--- config.mk ---
export PLATFORM = sky130hd
export DESIGN_NAME = awc_ctrl
export DESIGN_NICKNAME = d
export VERILOG_FILES = /design/src/core/awc_ctrl.v /design/src/core/awc_sample_timer.v /design/src/core/awc_window_cmp.v
export VERILOG_INCLUDE_DIRS = /design/src /design/src/core
export SDC_FILE = /design/constraint.sdc
export NUM_CORES = 1
export LEC_CHECK = 0
export ABC_AREA = 1
export BUFFER_PORTS_ARGS = -buffer_cell sky130_fd_sc_hd__clkbuf_2
export CORE_AREA = 8 8 131 133
export CTS_CLUSTER_DIAMETER = 200
export DETAILED_ROUTE_END_ITERATION = 10
export DIE_AREA = 0 0 139 141
export GPL_TIMING_DRIVEN = 0
export PLACE_DENSITY = 0.79
export SYNTH_ARGS = -nofsm -noshare
export SYNTH_HDL_FRONTEND = slang
export SYNTH_SLANG_ARGS = --single-unit
export TNS_END_PERCENT = 1
--- constraint.sdc ---
create_clock -name clk_i -period 2.7 [get_ports clk_i]
set_clock_uncertainty 0.1 [all_clocks]
set_input_delay 0.135 -clock clk_i [delete_from_list [all_inputs] [get_ports clk_i]]
set_output_delay 0.135 -clock clk_i [all_outputs]
set_load 0.01 [all_outputs]
--- src/core/awc_consts.vh ---
// Constants for the converter control slice: offsets, fields, resets, timing.
// Assumes a Wishbone slave with 32-bit data and one register per aligned word.
`ifndef AWC_CONSTS_VH
`define AWC_CONSTS_VH

`define AWC_IDX_WINCTRL   4'h3
`define AWC_IDX_INTEN     4'h4
`define AWC_IDX_FLAGS     4'h5
`define AWC_IDX_STATUS    4'h6
`define AWC_IDX_DBG       4'h7
`define AWC_IDX_SAMPT     4'h8
`define AWC_IDX_RESULT    4'h9
`define AWC_IDX_SAMPLE    4'ha
`define AWC_IDX_LOWTH     4'hb
`define AWC_IDX_HIGHTH    4'hc
`define AWC_IDX_CFG       4'hd

`define AWC_WIN_SRC_BIT   3
`define AWC_MODE_NONE     3'h0
`define AWC_MODE_BELOW    3'h1
`define AWC_MODE_ABOVE    3'h2
`define AWC_MODE_INSIDE   3'h3
`define AWC_MODE_OUTSIDE  3'h4

`define AWC_F_TRIGGER_OVERRUN     5
`define AWC_F_SAMPLE_OVERWRITE     4
`define AWC_F_RESULT_OVERWRITE      3
`define AWC_F_WINMATCH    2
`define AWC_F_SAMPLE_READY     1
`define AWC_F_RESULT_READY      0

`define AWC_RST_REG8      8'h00
`define AWC_RST_REG16     16'h0000
`define AWC_CLK_DIV       8'h02
`define AWC_SETTLE_CYC    16'h0010
`define AWC_CONV_CYC      8'h0c

`endif

--- src/core/awc_ctrl.v ---
// Top of the converter control slice: Wishbone registers, flags, busy, debug.
// Assumes a classic Wishbone master on clk_i and synchronous sample and accumulator data; trigger, halt and accum-last pins are synchronised here.
`include "awc_consts.vh"
`default_nettype none
module awc_ctrl #(
  parameter [15:0] SETTLE_CYC = `AWC_SETTLE_CYC
) (
  input  wire        clk_i,
  input  wire        rst_i,
  input  wire        wb_cyc_i,
  input  wire        wb_stb_i,
  input  wire        wb_we_i,
  input  wire [5:0]  wb_adr_i,
  input  wire [3:0]  wb_sel_i,
  input  wire [31:0] wb_dat_i,
  output reg  [31:0] wb_dat_o,
  output reg         wb_ack_o,
  input  wire        trigger_i,
  input  wire        dbg_halt_i,
  input  wire [15:0] sample_data_i,
  input  wire [15:0] accum_data_i,
  input  wire        accum_last_i,
  output reg         irq_o,
  output reg         busy_o,
  output reg         sampling_o
);
  // ---------------------------------------------------------------
  // Registers and state
  // ---------------------------------------------------------------
  localparam [3:0] ST_IDLE   = 4'b0001;
  localparam [3:0] ST_SAMPLE = 4'b0010;
  localparam [3:0] ST_CONV   = 4'b0100;
  localparam [3:0] ST_DONE   = 4'b1000;

  reg  [7:0]  winctrl_q;
  reg  [7:0]  inten_q;
  reg  [5:0]  flags_q;
  reg  [7:0]  dbg_q;
  reg  [7:0]  sampt_q;
  reg  [7:0]  cfg_q;
  reg  [15:0] low_q;
  reg  [15:0] high_q;
  reg  [15:0] result_q;
  reg  [15:0] sample_q;
  reg         res_unread_q;
  reg         smp_unread_q;
  reg  [3:0]  state_q;
  reg  [7:0]  div_q;
  reg  [7:0]  conv_q;
  reg  [15:0] settle_q;
  reg         cmp_pend_q;
  reg         cmp_wait_q;
  reg         accum_q;
  reg         trig_s1_q;
  reg         trig_s2_q;
  reg         trig_s3_q;
  reg         halt_s1_q;
  reg         halt_s2_q;
  reg         acc_s1_q;
  reg         acc_s2_q;

  wire        wb_req_w;
  wire        wr_w;
  wire        rd_w;
  wire [3:0]  idx_w;
  wire        half_en_w;
  wire        trig_w;
  wire        halted_w;
  wire        samp_done_w;
  wire        match_w;
  wire        conv_end_w;
  wire        cfg_wr_w;
  wire        start_w;
  reg  [5:0]  set_w;
  reg  [5:0]  clr_w;
  reg  [31:0] rdata_w;

  function hit;
    input [3:0] idx;
    input [3:0] want;
    begin
      hit = (idx == want);
    end
  endfunction

  assign wb_req_w = wb_cyc_i && wb_stb_i && !wb_ack_o;
  assign wr_w     = wb_req_w && wb_we_i && wb_sel_i[0];
  assign rd_w     = wb_req_w && !wb_we_i;
  assign idx_w    = wb_adr_i[5:2];
  assign half_en_w = (div_q == 8'h00);
  assign trig_w   = trig_s2_q && !trig_s3_q;
  assign halted_w = halt_s2_q && !dbg_q[0];
  assign conv_end_w = (state_q == ST_DONE);
  assign cfg_wr_w = wr_w && (hit(idx_w, `AWC_IDX_SAMPT) || hit(idx_w, `AWC_IDX_CFG));
  assign start_w  = (state_q == ST_IDLE) && trig_w && !halted_w && (settle_q == 16'h0000);

  // ---------------------------------------------------------------
  // Input synchronisers and converter clock divider
  // ---------------------------------------------------------------
  always @(posedge clk_i) begin
    if (rst_i) begin
      trig_s1_q <= 1'b0;
      trig_s2_q <= 1'b0;
      trig_s3_q <= 1'b0;
      halt_s1_q <= 1'b0;
      halt_s2_q <= 1'b0;
      acc_s1_q  <= 1'b0;
      acc_s2_q  <= 1'b0;
      div_q     <= 8'h00;
    end else begin
      trig_s1_q <= trigger_i;
      trig_s2_q <= trig_s1_q;
      trig_s3_q <= trig_s2_q;
      halt_s1_q <= dbg_halt_i;
      halt_s2_q <= halt_s1_q;
      acc_s1_q  <= accum_last_i;
      acc_s2_q  <= acc_s1_q;
      // A start restarts the converter clock so the sample phase has a fixed length.
      if (start_w) begin
        div_q <= 8'h00;
      end else begin
        div_q <= half_en_w ? (`AWC_CLK_DIV - 8'h01) : (div_q - 8'h01);
      end
    end
  end

  // ---------------------------------------------------------------
  // Sample timer and window comparator
  // ---------------------------------------------------------------
  awc_sample_timer u_timer (
    .clk_i      (clk_i),
    .rst_i      (rst_i),
    .half_en_i  (half_en_w),
    .start_i    (start_w),
    .duration_i (sampt_q),
    .amp_en_i   (cfg_q[0]),
    .done_o     (samp_done_w)
  );

  awc_window_cmp u_cmp (
    .clk_i     (clk_i),
    .rst_i     (rst_i),
    .src_sel_i (winctrl_q[`AWC_WIN_SRC_BIT]),
    .mode_i    (winctrl_q[2:0]),
    .result_i  (result_q),
    .sample_i  (sample_q),
    .low_i     (low_q),
    .high_i    (high_q),
    .match_o   (match_w)
  );

  // ---------------------------------------------------------------
  // Conversion sequence
  // ---------------------------------------------------------------
  always @(posedge clk_i) begin
    if (rst_i) begin
      state_q  <= ST_IDLE;
      conv_q   <= 8'h00;
      settle_q <= 16'h0000;
      accum_q  <= 1'b0;
    end else begin
      if (cfg_wr_w) begin
        settle_q <= SETTLE_CYC;
      end else if (settle_q != 16'h0000) begin
        settle_q <= settle_q - 16'h0001;
      end
      case (state_q)
        ST_IDLE: begin
          // A halted device takes no new trigger unless DBG bit 0 is set; the current one always ends first.
          if (start_w) begin
            state_q <= ST_SAMPLE;
          end
        end
        ST_SAMPLE: begin
          if (samp_done_w) begin
            state_q <= ST_CONV;
            conv_q  <= `AWC_CONV_CYC;
          end
        end
        ST_CONV: begin
          if (half_en_w) begin
            if (conv_q == 8'h01) begin
              state_q <= ST_DONE;
              accum_q <= acc_s2_q;
            end
            conv_q <= conv_q - 8'h01;
          end
        end
        ST_DONE: begin
          state_q <= ST_IDLE;
        end
        default: begin
          state_q <= ST_IDLE;
        end
      endcase
    end
  end

  // ---------------------------------------------------------------
  // Flag set and clear; a set in the same cycle wins
  // ---------------------------------------------------------------
  always @* begin
    set_w = 6'h00;
    clr_w = 6'h00;
    set_w[`AWC_F_TRIGGER_OVERRUN]  = trig_w && (state_q != ST_IDLE);
    set_w[`AWC_F_SAMPLE_OVERWRITE]  = conv_end_w && smp_unread_q;
    set_w[`AWC_F_RESULT_OVERWRITE]   = conv_end_w && accum_q && res_unread_q;
    set_w[`AWC_F_WINMATCH] = cmp_wait_q && match_w;
    set_w[`AWC_F_SAMPLE_READY]  = conv_end_w;
    set_w[`AWC_F_RESULT_READY]   = conv_end_w && accum_q;
    if (wr_w && hit(idx_w, `AWC_IDX_FLAGS)) begin
      clr_w = wb_dat_i[5:0];
    end
    clr_w[`AWC_F_SAMPLE_READY] = clr_w[`AWC_F_SAMPLE_READY] || (rd_w && hit(idx_w, `AWC_IDX_SAMPLE));
    clr_w[`AWC_F_RESULT_READY]  = clr_w[`AWC_F_RESULT_READY] || (rd_w && hit(idx_w, `AWC_IDX_RESULT));
  end

  always @(posedge clk_i) begin
    if (rst_i) begin
      flags_q      <= 6'h00;
      sample_q     <= `AWC_RST_REG16;
      result_q     <= `AWC_RST_REG16;
      smp_unread_q <= 1'b0;
      res_unread_q <= 1'b0;
      cmp_pend_q   <= 1'b0;
      cmp_wait_q   <= 1'b0;
      irq_o        <= 1'b0;
      busy_o       <= 1'b0;
      sampling_o   <= 1'b0;
    end else begin
      flags_q <= (flags_q & ~clr_w) | set_w;
      // The comparator sees the new value one cycle after capture and answers one later.
      cmp_pend_q <= conv_end_w;
      cmp_wait_q <= cmp_pend_q;
      if (conv_end_w) begin
        sample_q     <= sample_data_i;
        smp_unread_q <= 1'b1;
        if (accum_q) begin
          result_q     <= accum_data_i;
          res_unread_q <= 1'b1;
        end
      end else begin
        if (rd_w && hit(idx_w, `AWC_IDX_SAMPLE)) begin
          smp_unread_q <= 1'b0;
        end
        if (rd_w && hit(idx_w, `AWC_IDX_RESULT)) begin
          res_unread_q <= 1'b0;
        end
      end
      irq_o      <= |(((flags_q & ~clr_w) | set_w) & inten_q[5:0]);
      busy_o     <= (state_q != ST_IDLE) || (settle_q != 16'h0000) || cfg_wr_w;
      sampling_o <= (state_q == ST_SAMPLE);
    end
  end

  // ---------------------------------------------------------------
  // Register writes
  // ---------------------------------------------------------------
  always @(posedge clk_i) begin
    if (rst_i) begin
      winctrl_q <= `AWC_RST_REG8;
      inten_q   <= `AWC_RST_REG8;
      dbg_q     <= `AWC_RST_REG8;
      sampt_q   <= `AWC_RST_REG8;
      cfg_q     <= `AWC_RST_REG8;
      low_q     <= `AWC_RST_REG16;
      high_q    <= `AWC_RST_REG16;
    end else if (wb_req_w && wb_we_i) begin
      if (wb_sel_i[0]) begin
        if (hit(idx_w, `AWC_IDX_WINCTRL)) winctrl_q <= {4'h0, wb_dat_i[3:0]};
        if (hit(idx_w, `AWC_IDX_INTEN))   inten_q   <= {2'h0, wb_dat_i[5:0]};
        if (hit(idx_w, `AWC_IDX_DBG))     dbg_q     <= {7'h00, wb_dat_i[0]};
        if (hit(idx_w, `AWC_IDX_SAMPT))   sampt_q   <= wb_dat_i[7:0];
        if (hit(idx_w, `AWC_IDX_CFG))     cfg_q     <= {7'h00, wb_dat_i[0]};
        if (hit(idx_w, `AWC_IDX_LOWTH))   low_q[7:0]  <= wb_dat_i[7:0];
        if (hit(idx_w, `AWC_IDX_HIGHTH))  high_q[7:0] <= wb_dat_i[7:0];
      end
      if (wb_sel_i[1]) begin
        if (hit(idx_w, `AWC_IDX_LOWTH))   low_q[15:8]  <= wb_dat_i[15:8];
        if (hit(idx_w, `AWC_IDX_HIGHTH))  high_q[15:8] <= wb_dat_i[15:8];
      end
    end
  end

  // ---------------------------------------------------------------
  // Read mux and acknowledge
  // ---------------------------------------------------------------
  always @* begin
    case (idx_w)
      `AWC_IDX_WINCTRL: rdata_w = {24'h000000, winctrl_q};
      `AWC_IDX_INTEN:   rdata_w = {24'h000000, inten_q};
      `AWC_IDX_FLAGS:   rdata_w = {26'h0, flags_q};
      `AWC_IDX_STATUS:  rdata_w = {31'h0, busy_o};
      `AWC_IDX_DBG:     rdata_w = {24'h000000, dbg_q};
      `AWC_IDX_SAMPT:   rdata_w = {24'h000000, sampt_q};
      `AWC_IDX_RESULT:  rdata_w = {16'h0000, result_q};
      `AWC_IDX_SAMPLE:  rdata_w = {16'h0000, sample_q};
      `AWC_IDX_LOWTH:   rdata_w = {16'h0000, low_q};
      `AWC_IDX_HIGHTH:  rdata_w = {16'h0000, high_q};
      `AWC_IDX_CFG:     rdata_w = {24'h000000, cfg_q};
      default:          rdata_w = 32'h00000000;
    endcase
  end

  always @(posedge clk_i) begin
    if (rst_i) begin
      wb_ack_o <= 1'b0;
      wb_dat_o <= 32'h00000000;
    end else begin
      wb_ack_o <= wb_req_w;
      wb_dat_o <= wb_req_w ? rdata_w : 32'h00000000;
    end
  end
endmodule // awc_ctrl
`default_nettype wire

--- src/core/awc_sample_timer.v ---
// Sample-phase timer counting half converter cycles.
// Assumes a one-cycle half-period enable from the main divider.
`default_nettype none
module awc_sample_timer (
  input  wire       clk_i,
  input  wire       rst_i,
  input  wire       half_en_i,
  input  wire       start_i,
  input  wire [7:0] duration_i,
  input  wire       amp_en_i,
  output reg        done_o
);
  reg  [9:0] cnt_q;
  reg        run_q;
  wire [9:0] target_w;

  // Half cycles: 2*dur+1 without amplifier, 2*dur+2 with it.
  assign target_w = {1'b0, duration_i, 1'b0} + (amp_en_i ? 10'h002 : 10'h001);

  always @(posedge clk_i) begin
    if (rst_i) begin
      cnt_q  <= 10'h000;
      run_q  <= 1'b0;
      done_o <= 1'b0;
    end else begin
      done_o <= 1'b0;
      if (start_i) begin
        cnt_q <= 10'h000;
        run_q <= 1'b1;
      end else if (run_q && half_en_i) begin
        if (cnt_q + 10'h001 >= target_w) begin
          run_q  <= 1'b0;
          done_o <= 1'b1;
        end
        cnt_q <= cnt_q + 10'h001;
      end
    end
  end
endmodule // awc_sample_timer
`default_nettype wire

--- src/core/awc_window_cmp.v ---
// Window comparator for the converter control slice.
// Assumes registered inputs from the main module on the same clock.
`default_nettype none
module awc_window_cmp (
  input  wire        clk_i,
  input  wire        rst_i,
  input  wire        src_sel_i,
  input  wire [2:0]  mode_i,
  input  wire [15:0] result_i,
  input  wire [15:0] sample_i,
  input  wire [15:0] low_i,
  input  wire [15:0] high_i,
  output reg         match_o
);
`include "awc_consts.vh"
  wire [15:0] value_w;
  wire        below_w;
  wire        above_w;
  reg         match_d;

  assign value_w = src_sel_i ? sample_i : result_i;
  assign below_w = value_w < low_i;
  assign above_w = value_w > high_i;

  always @* begin
    case (mode_i)
      `AWC_MODE_BELOW:   match_d = below_w;
      `AWC_MODE_ABOVE:   match_d = above_w;
      `AWC_MODE_INSIDE:  match_d = (value_w > low_i) && (value_w < high_i);
      `AWC_MODE_OUTSIDE: match_d = below_w || above_w;
      default:           match_d = 1'b0;
    endcase
  end

  always @(posedge clk_i) begin
    if (rst_i) begin
      match_o <= 1'b0;
    end else begin
      match_o <= match_d;
    end
  end
endmodule // awc_window_cmp
`default_nettype wire

==> results.py, run 1 <==
metrics = {
    "status": {
        "status": "finished clean",
    },
    "worst_setup_path": {
        "r2r_end": "u_cmp.match_o",
        "end_kind": "flop",
        "path_class": "flop to flop",
        "crit_chain": "buf_2 > o21ai_0 > ha_1 > nand4_1 > a21oi_1 > nor2_1 > nand2_1 > nand2_1 > nand2_1 > nand2_1 > nor2_1 > nor2_1",
        "regToRegSetupSlack_ns": 0.15,
        "r2r_cells": 12,
        "cpPeakStageDelay_ns": 0.45,
        "cp.required_ns": 2.91,
        "startpoint_type": "flop",
        "critPathArrivalTime_ns": 2.76,
        "worstPathMaxFanout": 10,
        "rr_startpoint": "winctrl_q[3]",
        "slowest_stage": "dfxtp_1",
        "worst_path_most_repeated_cell": "nand2_1",
    },
    "global_routing": {
        "grt_pass1_wl_um": 40500,
        "antenna_found_initial": 0,
        "track_usage": 0.257,
        "grt_pass1_vias": 8201,
        "grt_overflow_total": 0,
        "grt_max_degree": 17,
    },
    "power": {
        "p_leak_nw": 4.51,
        "clock_power_share": 0.379,
        "pwr-share-comb": 0.201,
        "p_int_w": 0.00471,
        "peakVddDrop_mv": 0.531,
        "power_w": 0.00673,
        "powerDensity_nw_per_um2": 650,
        "p_switching_w": 0.00202,
        "p_seq_frac": 0.420,
        "swShare": 0.300,
    },
    "clock_network": {
        "cts_tree": "yes",
        "h-tree-depth": 4,
        "clk-insertion-delay-late_ns": 0.44,
        "path_clk_slew_ns": 0.07,
        "cts_num_sinks": 171,
        "post-cts-setup-buffer-count": 0,
        "numCtsBuffers": 17,
        "cts_root_buffer": "clkbuf_16",
        "cts_buffer_depth": 2,
    },
    "logic_synthesis": {
        "yosys_register_bits": 171,
        "synth_area_um2": 8510,
        "yosysSeqAreaShare": 0.402,
        "synthXorXnorAreaFrac": 0.0247,
        "ys_types": 45,
        "synth-simple-area-share": 0.209,
        "syn_avg_cell_area_um2": 7.29,
        "synthMuxAreaShare": 0,
        "syn_inst": 1168,
        "synth-compound-area-share": 0.189,
        "yosysWarnings": 0,
        "synth_top_family_by_area": "simple AND/OR/NAND/NOR gates",
        "synth_fa_ha_area_frac": 0.0735,
    },
    "floorplanning": {
        "die_y_um": 141,
        "core_um2": 15000,
        "rows": 45,
        "die_w_um": 139,
        "start_util": 0.568,
        "die_area_um2": 19600,
        "top_level_ports": 118,
    },
    "drt": {
        "met2_length_um": 11500,
        "drtIter0Drc": 958,
        "routedWlPerCell_um": 16.6,
        "first_pass_iters": 6,
        "vias_per_cell": 5.59,
        "wirelength_um": 25600,
        "vias": 8575,
        "wl_met3_um": 2780,
        "drc": 0,
        "wl_met1_um": 10700,
        "dr.max_layer_used": "met4",
        "ant_nets": 0,
    },
    "placement": {
        "gp_congestion": 0.978,
        "dpl.hpwl_um": 18300,
        "placed_cell_area_um2": 9200,
        "io_buffers": 80,
        "post-place-cells": 1451,
    },
    "cells_and_area": {
        "area_growth_pct": 21.8,
        "nNetsFinal": 1466,
        "drive_gt1_frac": 0.137,
        "diodes": 0,
        "final_cells": 1535,
        "multi_input_area_um2": 4310,
        "nFillCells": 1235,
        "fin_area_um2": 10400,
        "seqCellArea_um2": 3430,
    },
    "timing": {
        "fin_crit_sh": 0.943,
        "max_slew_margin": 0.262,
        "worstMarginPinSlew_ns": 1.10,
        "rsz0062_at_grt": "no",
        "whs_ns": 0.0371,
        "setup_violations": 0,
        "hold_viol": 0,
        "fmax_mhz": 393,
        "maxSlewViolCount": 0,
        "min_period_ns": 2.55,
        "fin_setup_tns_ns": 0,
    },
    "worst_hold_path": {
        "worstHoldStart": "wb_stb_i",
        "worstHoldPathCells": 4,
        "min_to": "smp_unread_q",
        "hold_path_class": "primary input to flop",
    },
    "job": {
        "maxCapViolCount": 0,
    },
}
[cell usage in the layout (no fill, tap or decap), types with 5 or more instances in the layout]
master | netlist | final
o21ai_0 | 128 | 128
nand2_1 | 182 | 182
nand3_1 | 28 | 27
xnor2_1 | 10 | 10
inv_1 | 149 | 149
dfxtp_1 | 171 | 169
buf_2 | 6 | 9
nor2_2 | 7 | 10
buf_4 | 19 | 19
a21oi_1 | 120 | 120
nor2_1 | 161 | 158
o22ai_1 | 10 | 10
nor2_4 | 5 | 5
dlygate4sd3_1 | 0 | 52
nor3_1 | 11 | 9
nand4_1 | 6 | 6
clkbuf_2 | 0 | 80
clkbuf_16 | 0 | 17
xor2_1 | 14 | 14
a221oi_1 | 13 | 13
conb_1 | 1 | 16
clkbuf_1 | 22 | 19
inv_2 | 9 | 9
ha_1 | 50 | 49
[power by group through the flow]
| stage | Clock [W] | Combinational, W | Sequential (W) |
|---|---|---|---|
| 6_report | 0.00255 | 0.00136 | 0.00283 |
| 5_1_grt | 0.00263 | 0.00155 | 0.00285 |
| 4_1_cts | 0.00254 | 0.00134 | 0.00282 |
| 3_5_place_dp | 0 | 0.00128 | 0.00288 |
| 3_3_place_gp | 0 | 0.00124 | 0.00287 |
| 2_1_floorplan | 0 | 0.00100 | 0.00285 |
[worst max-delay path, delay by kind of cell, from the launching register on]
kind / cells / cell delay, ns
compound gates: 2 / 0.47
fa+ha+maj: 1 / 0.38
buf+inv: 1 / 0.31
flops: 1 / 0.45
simple gates: 8 / 0.70
[synthesized netlist by cell type, drive strengths merged]
master | count | area, um2
ha | 50 | 626
nor3b | 4 | 30.0
a41oi | 2 | 17.5
inv | 158 | 593
a21o | 2 | 15.0
o21bai | 1 | 7.51
clkinv | 1 | 3.75
a31oi | 4 | 25.0
buf | 26 | 184
clkbuf | 22 | 82.6
o21ai | 129 | 657
dfxtp | 171 | 3420
o31ai | 2 | 15.0
nor3 | 13 | 75.1
nand3b | 1 | 7.51
o22ai | 10 | 62.6
nor2 | 173 | 704
o2111ai | 1 | 8.76
nand4 | 7 | 50.1
xnor2 | 10 | 87.6
nor4 | 2 | 12.5
nand3 | 30 | 160
a211oi | 3 | 22.5
xor2 | 14 | 123
o211ai | 3 | 22.5
a21oi | 120 | 601
nand2 | 186 | 708
o41ai | 1 | 8.76
o21a | 3 | 22.5
and2 | 1 | 8.76
or2 | 3 | 18.8
a32o | 1 | 10.0
a221oi | 13 | 114
conb | 1 | 3.75
[metrics by stage]
| step | setup WS [ns] | util |
|---|---|---|
| floorplan | 0.520 | - |
| global placement | 0.0428 | 0.614 |
| detailed placement | 0.0287 | 0.614 |
| CTS | 0.0128 | 0.690 |
| global route | 0.0128 | 0.692 |
| finish | 0.153 | 0.692 |
[registers in the layout, summed over array words and instances (netlist names), 4 cells and up]
register	count
result_q	16
flags_q	6
u_timer.cnt_q	10
state_q	4
wb_dat_o	16
div_q	8
winctrl_q	4
inten_q	6
sampt_q	8
conv_q	8
high_q	16
low_q	16
sample_q	16
settle_q	16
[per-layer routing]
layer | up-vias | track usage
met1 | 3885 | 0.319
met5 | - | 0
met3 | 76 | 0.0695
met2 | 477 | 0.417
li1 | 4137 | -
met4 | 0 | 0.0988
[logic make-up (layout without fill, tap and decap cells)]
kind of cell    count (synthesis)  count (layout)
simple gates                  420             420
xor+xnor                       24              24
buf+inv                       207             371
flops                         171             171
compound gates                295             295
other cells                     1              16
fa+ha+maj                      50              50
[what timing repair did]
item                                    in CTS  in global routing
resized for setup                            0                 18
hold buffers                                52                  0
hold endpoints to repair                    68                  0
endpoints found under the setup margin       0                  3
[area by class of cell]
cell class / instances / share of cell area
multi-input cells: 805 / 0.415
flip-flops and latches: 171 / 0.331
repair buffers: 132 / 0.0889
inverters: 159 / 0.0576
clock buffers: 18 / 0.0424
plain buffers: 48 / 0.0261
well taps: 188 / 0.0227
clock inverters: 14 / 0.0163
[worst max path at each step]
stage	end	start	slack, ns
after floorplan	u_timer.run_q	cfg_q[0]	0.52
after global placement	u_cmp.match_o	winctrl_q[3]	0.04
after detailed placement	u_cmp.match_o	winctrl_q[3]	0.03
after CTS	u_cmp.match_o	winctrl_q[3]	0.01
after global routing	u_cmp.match_o	winctrl_q[3]	0.01
final	u_cmp.match_o	winctrl_q[3]	0.15
Power figures use the tool's default switching activity.
==> run 2, diff against run 1 <==
CORE_AREA = 8 8 155 157   (was 8 8 131 133)
DIE_AREA = 0 0 163 165   (was 0 0 139 141)
PLACE_DENSITY = not set   (was 0.79)
RECOVER_POWER = 100   (was not set)
SKIP_LAST_GASP = 1   (was not set)
==> results.py, run 2 (synthesis gave the netlist of run 1 again) <==
metrics = {
    "job": {
        "maxCapViolCount": 0,
    },
    "floorplanning": {
        "start_util": 0.396,
        "die_y_um": 165,
        "die_area_um2": 26900,
        "top_level_ports": 118,
        "die_w_um": 163,
        "core_um2": 21500,
        "rows": 54,
    },
    "timing": {
        "rsz0062_at_grt": "yes",
        "max_slew_margin": 0.245,
        "hold_viol": 0,
        "setup_violations": 0,
        "maxSlewViolCount": 0,
        "fin_setup_tns_ns": 0,
        "fin_crit_sh": 0.948,
        "fmax_mhz": 391,
        "worstMarginPinSlew_ns": 1.13,
        "min_period_ns": 2.56,
    },
    "drt": {
        "drtIter0Drc": 615,
        "drc": 0,
        "ant_nets": 0,
        "wirelength_um": 26300,
        "vias": 8199,
        "vias_per_cell": 5.04,
        "first_pass_iters": 5,
        "routedWlPerCell_um": 16.1,
    },
    "status": {
        "status": "finished clean",
    },
    "power": {
        "p_leak_nw": 4.44,
        "power_w": 0.00682,
        "powerDensity_nw_per_um2": 656,
        "peakVddDrop_mv": 0.504,
    },
    "global_routing": {
        "track_usage": 0.197,
        "grt_overflow_total": 0,
        "grt_max_degree": 17,
        "grt_pass1_wl_um": 41400,
        "antenna_found_initial": 0,
        "grt_pass1_vias": 7758,
    },
    "clock_network": {
        "path_clk_slew_ns": 0.07,
        "h-tree-depth": 4,
        "clk-insertion-delay-late_ns": 0.43,
        "cts_num_sinks": 171,
        "numCtsBuffers": 17,
        "cts_root_buffer": "clkbuf_16",
        "cts_tree": "yes",
        "cts_buffer_depth": 2,
    },
    "worst_setup_path": {
        "critPathArrivalTime_ns": 2.77,
        "cp.required_ns": 2.91,
        "startpoint_type": "flop",
        "worstPathMaxFanout": 10,
        "path_class": "flop to flop",
        "end_kind": "flop",
    },
    "cells_and_area": {
        "final_cell_mix": "nand2_1 (185), dfxtp_1 (168), nor2_1 (164)",
        "multi_input_area_um2": 4230,
        "nNetsFinal": 1466,
        "final_common_cell": "nand2_1",
        "seqCellArea_um2": 3430,
        "diodes": 0,
        "drive_gt1_frac": 0.105,
        "area_growth_pct": 22.2,
        "nFillCells": 2191,
        "final_core_util": 0.484,
    },
    "placement": {
        "gp_congestion": 0.921,
        "dpl.hpwl_um": 19500,
        "io_buffers": 80,
    },
    "worst_hold_path": {
        "hold_path_class": "primary input to flop",
    },
}
run 2: changes by cell type in the layout (fill, tap and decap cells not counted), sizes merged:
| cell | before | now |
|---|---|---|
| clkinv | 8 | 4 |
| clkbuf | 117 | 124 |
| inv | 160 | 163 |
| buf | 29 | 22 |
| bufinv | 3 | 4 |
run 2: final timing paths:
| check | startpoint | end | slack (ns) | depth (start not counted) |
|---|---|---|---|---|
| min | wb_dat_i[4] | flags_q[4] | 0.04 | 4 |
| min reg2reg | halt_s1_q | halt_s2_q | 0.30 | 2 |
| max | winctrl_q[3] | u_cmp.match_o | 0.14 | 12 |
| max reg2reg | winctrl_q[3] | u_cmp.match_o | 0.14 | 12 |
run 2: what timing repair did:
| action | 4_1_cts | 5_1_grt |
|---|---|---|
| gates resized for setup | 2 | 10 |
| hold endpoints to repair | 75 | 0 |
| endpoints found under the setup margin | 1 | 3 |
| setup buffers | 0 | 0 |
| cloned | 0 | 0 |
| hold buffers | 52 | 0 |
run 2: layer usage:
| metal | global-route usage | share of wire | up-vias |
|---|---|---|---|
| li1 | - | - | 4125 |
| met1 | 0.273 | 0.48 | 3771 |
| met2 | 0.304 | 0.44 | 270 |
| met3 | 0.0361 | 0.067 | 33 |
| met4 | 0.0626 | 0.016 | 0 |
| met5 | 0 | 0 | - |
run 2: final cells by class:
| class | instances | share of cell area |
|---|---|---|
| Buffer | 48 | 0.0251 |
| Clock buffer | 18 | 0.0413 |
| Clock inverter | 14 | 0.0198 |
| Inverter | 159 | 0.0574 |
| Multi-Input combinational cell | 805 | 0.407 |
| Sequential cell | 171 | 0.329 |
| Tap cell | 280 | 0.0337 |
| Timing Repair Buffer | 132 | 0.0861 |
run 2: worst max-delay path: stages (launching register included):
cell      delay, ns
dfxtp_1        0.47
clkbuf_2       0.36
nand2_1        0.09
o21ai_0        0.15
ha_1           0.33
a21oi_1        0.15
o21ai_0        0.16
nor2_1         0.15
nand2_1        0.11
nand3b_1       0.10
nand2_1        0.06
nor2_1         0.14
nor2_1         0.05
run 2: where the power goes:
part | internal (W) | switching (W)
Combinational | 0.000529 | 0.000781
Sequential | 0.00269 | 0.000130
Clock | 0.00157 | 0.00111
run 2: metrics by stage:
stage / hold slack (ns) / cells / instance area [um2] / setup slack, ns
after floorplan: 0.142 / 1183 / 8570 / 0.520
after global placement: 0.232 / 1543 / 9320 / -0.00514
after detailed placement: 0.232 / 1543 / 9320 / -0.0194
after CTS: 0.0231 / 1627 / 10500 / 0.0351
after global routing: 0.0417 / 1627 / 10400 / -0.0141
final: 0.0373 / 1627 / 10400 / 0.140
==> run 3, diff against run 2 <==
BUFFER_PORTS_ARGS = not set   (was -buffer_cell sky130_fd_sc_hd__clkbuf_2)
CTS_BUF_LIST = sky130_fd_sc_hd__clkbuf_4 sky130_fd_sc_hd__clkbuf_8 sky130_fd_sc_hd__clkbuf_16   (was not set)
DONT_BUFFER_PORTS = 1   (was not set)
==> results.py, run 3 (synthesis gave the netlist of run 1 again) <==
metrics = {
    "status": {
        "status": "finished clean",
    },
    "global_routing": {
        "grt_pass1_vias": 7495,
        "track_usage": 0.193,
        "grt_pass1_wl_um": 40400,
        "antenna_found_initial": 0,
        "grt_overflow_total": 0,
        "grt_max_degree": 17,
    },
    "floorplanning": {
        "top_level_ports": 118,
        "die_y_um": 165,
        "die_w_um": 163,
        "start_util": 0.396,
        "die_area_um2": 26900,
        "rows": 54,
        "core_um2": 21500,
    },
    "timing": {
        "max_slew_margin": 0.271,
        "fmax_mhz": 395,
        "fin_setup_tns_ns": 0,
        "fin_crit_sh": 0.937,
        "rsz0062_at_grt": "yes",
        "worstMarginPinSlew_ns": 1.09,
        "hold_viol": 0,
        "maxSlewViolCount": 0,
        "setup_violations": 0,
        "min_period_ns": 2.53,
    },
    "cells_and_area": {
        "diodes": 0,
        "nNetsFinal": 1392,
        "final_common_cell": "nand2_1",
        "drive_gt1_frac": 0.0628,
        "final_cell_mix": "nand2_1 (186), dfxtp_1 (170), nor2_1 (163)",
        "area_growth_pct": 18.9,
    },
    "drt": {
        "first_pass_iters": 5,
        "ant_nets": 0,
        "drtIter0Drc": 727,
        "drc": 0,
        "routedWlPerCell_um": 16.6,
        "vias_per_cell": 5.05,
        "vias": 7849,
        "wirelength_um": 25800,
    },
    "power": {
        "p_switching_w": 0.00197,
        "p_int_w": 0.00494,
        "swShare": 0.285,
        "peakVddDrop_mv": 0.559,
        "p_leak_nw": 4.20,
        "clock_power_share": 0.405,
        "pwr-share-comb": 0.185,
        "powerDensity_nw_per_um2": 682,
        "p_seq_frac": 0.410,
        "power_w": 0.00690,
    },
    "worst_hold_path": {
        "hold_path_class": "primary input to flop",
        "min_to": "dbg_q[0]",
        "worstHoldPathCells": 5,
        "worstHoldStart": "wb_adr_i[4]",
    },
    "clock_network": {
        "cts_buffer_depth": 2,
        "numCtsBuffers": 17,
        "clk-insertion-delay-late_ns": 0.43,
        "cts_root_buffer": "clkbuf_16",
        "cts_num_sinks": 171,
        "cts_tree": "yes",
        "h-tree-depth": 4,
        "path_clk_slew_ns": 0.07,
    },
    "worst_setup_path": {
        "path_depth": 12,
        "cp.required_ns": 2.90,
        "rr_startpoint": "winctrl_q[3]",
        "end_kind": "flop",
        "regToRegSetupSlack_ns": 0.17,
        "r2r_cells": 12,
        "path_class": "flop to flop",
        "r2r_end": "u_cmp.match_o",
        "worst_path_most_repeated_cell": "nand2_1",
        "cpPeakStageDelay_ns": 0.45,
        "slowest_stage": "dfxtp_1",
        "critPathArrivalTime_ns": 2.73,
        "startpoint_type": "flop",
        "crit_buf_inv": 1,
        "crit_chain": "clkbuf_2 > o21ai_0 > ha_1 > nand2_1 > nor3_1 > nand3_1 > nand2_1 > nand2_1 > nand2_1 > nand2_1 > nor2_1 > nor2_1",
        "crit_family": "simple AND/OR/NAND/NOR gates",
        "worstPathMaxFanout": 10,
    },
    "job": {
        "maxCapViolCount": 0,
    },
    "placement": {
        "dpl.hpwl_um": 19100,
        "gp_congestion": 0.903,
        "io_buffers": 0,
    },
}
## run 3: power by group through the flow
stage          registers [W]  logic (W)  clock network, W
2_1_floorplan        0.00285    0.00100                 0
3_3_place_gp         0.00288    0.00120                 0
3_5_place_dp         0.00288    0.00122                 0
4_1_cts              0.00283    0.00131           0.00283
5_1_grt              0.00286    0.00147           0.00295
6_report             0.00283    0.00128           0.00280
## run 3: what timing repair did
action,4_1_cts,5_1_grt
gates resized for setup,0,11
hold buffers,58,0
buffers inserted,0,0
hold endpoints to repair,96,0
setup endpoints to repair,0,2
## run 3: layout make-up
class | count | area (um2)
fillers | 2152 | 11400
multi-input cells | 805 | 4240
flip-flops and latches | 171 | 3420
inverters | 159 | 597
repair buffers | 58 | 581
clock buffers | 22 | 482
well taps | 280 | 350
plain buffers | 48 | 251
clock inverters | 10 | 188
## run 3: how the worst max path moves through the flow
stage,endpoint,start,slack [ns]
after global placement,u_cmp.match_o,winctrl_q[3],0.04
after CTS,u_cmp.match_o,winctrl_q[3],0.02
final,u_cmp.match_o,winctrl_q[3],0.17
after detailed placement,u_cmp.match_o,winctrl_q[3],0.01
after floorplan,u_timer.run_q,cfg_q[0],0.52
after global routing,u_cmp.match_o,winctrl_q[3],-0.01
## run 3: stage by stage
stage	worst slack, ns	instances	utilization	cell area [um2]	hold WS, ns
after CTS	0.0244	1553	0.473	10200	0.0178
after global placement	0.0416	1463	0.415	8920	0.148
after global routing	-0.0125	1553	0.471	10100	0.0659
final	0.171	1553	0.471	10100	0.0336
after detailed placement	0.0139	1463	0.415	8920	0.149
after floorplan	0.520	1183	-	8570	0.142
## run 3: worst register-to-register path, cell delays in order, from the launching register on
cell	delay (ns)
dfxtp_1	0.45
clkbuf_2	0.31
o21ai_0	0.23
ha_1	0.35
nand2_1	0.10
nor3_1	0.30
nand3_1	0.15
nand2_1	0.10
nand2_1	0.05
nand2_1	0.05
nand2_1	0.04
nor2_1	0.13
nor2_1	0.05
## run 3: per-layer routing
metal / GRT usage / vias to the layer above / part of all wire
met5: 0 / - / 0
met4: 0.0667 / 0 / 0.020
met3: 0.0429 / 43 / 0.074
met2: 0.305 / 268 / 0.45
met1: 0.256 / 3553 / 0.46
li1: - / 3985 / -
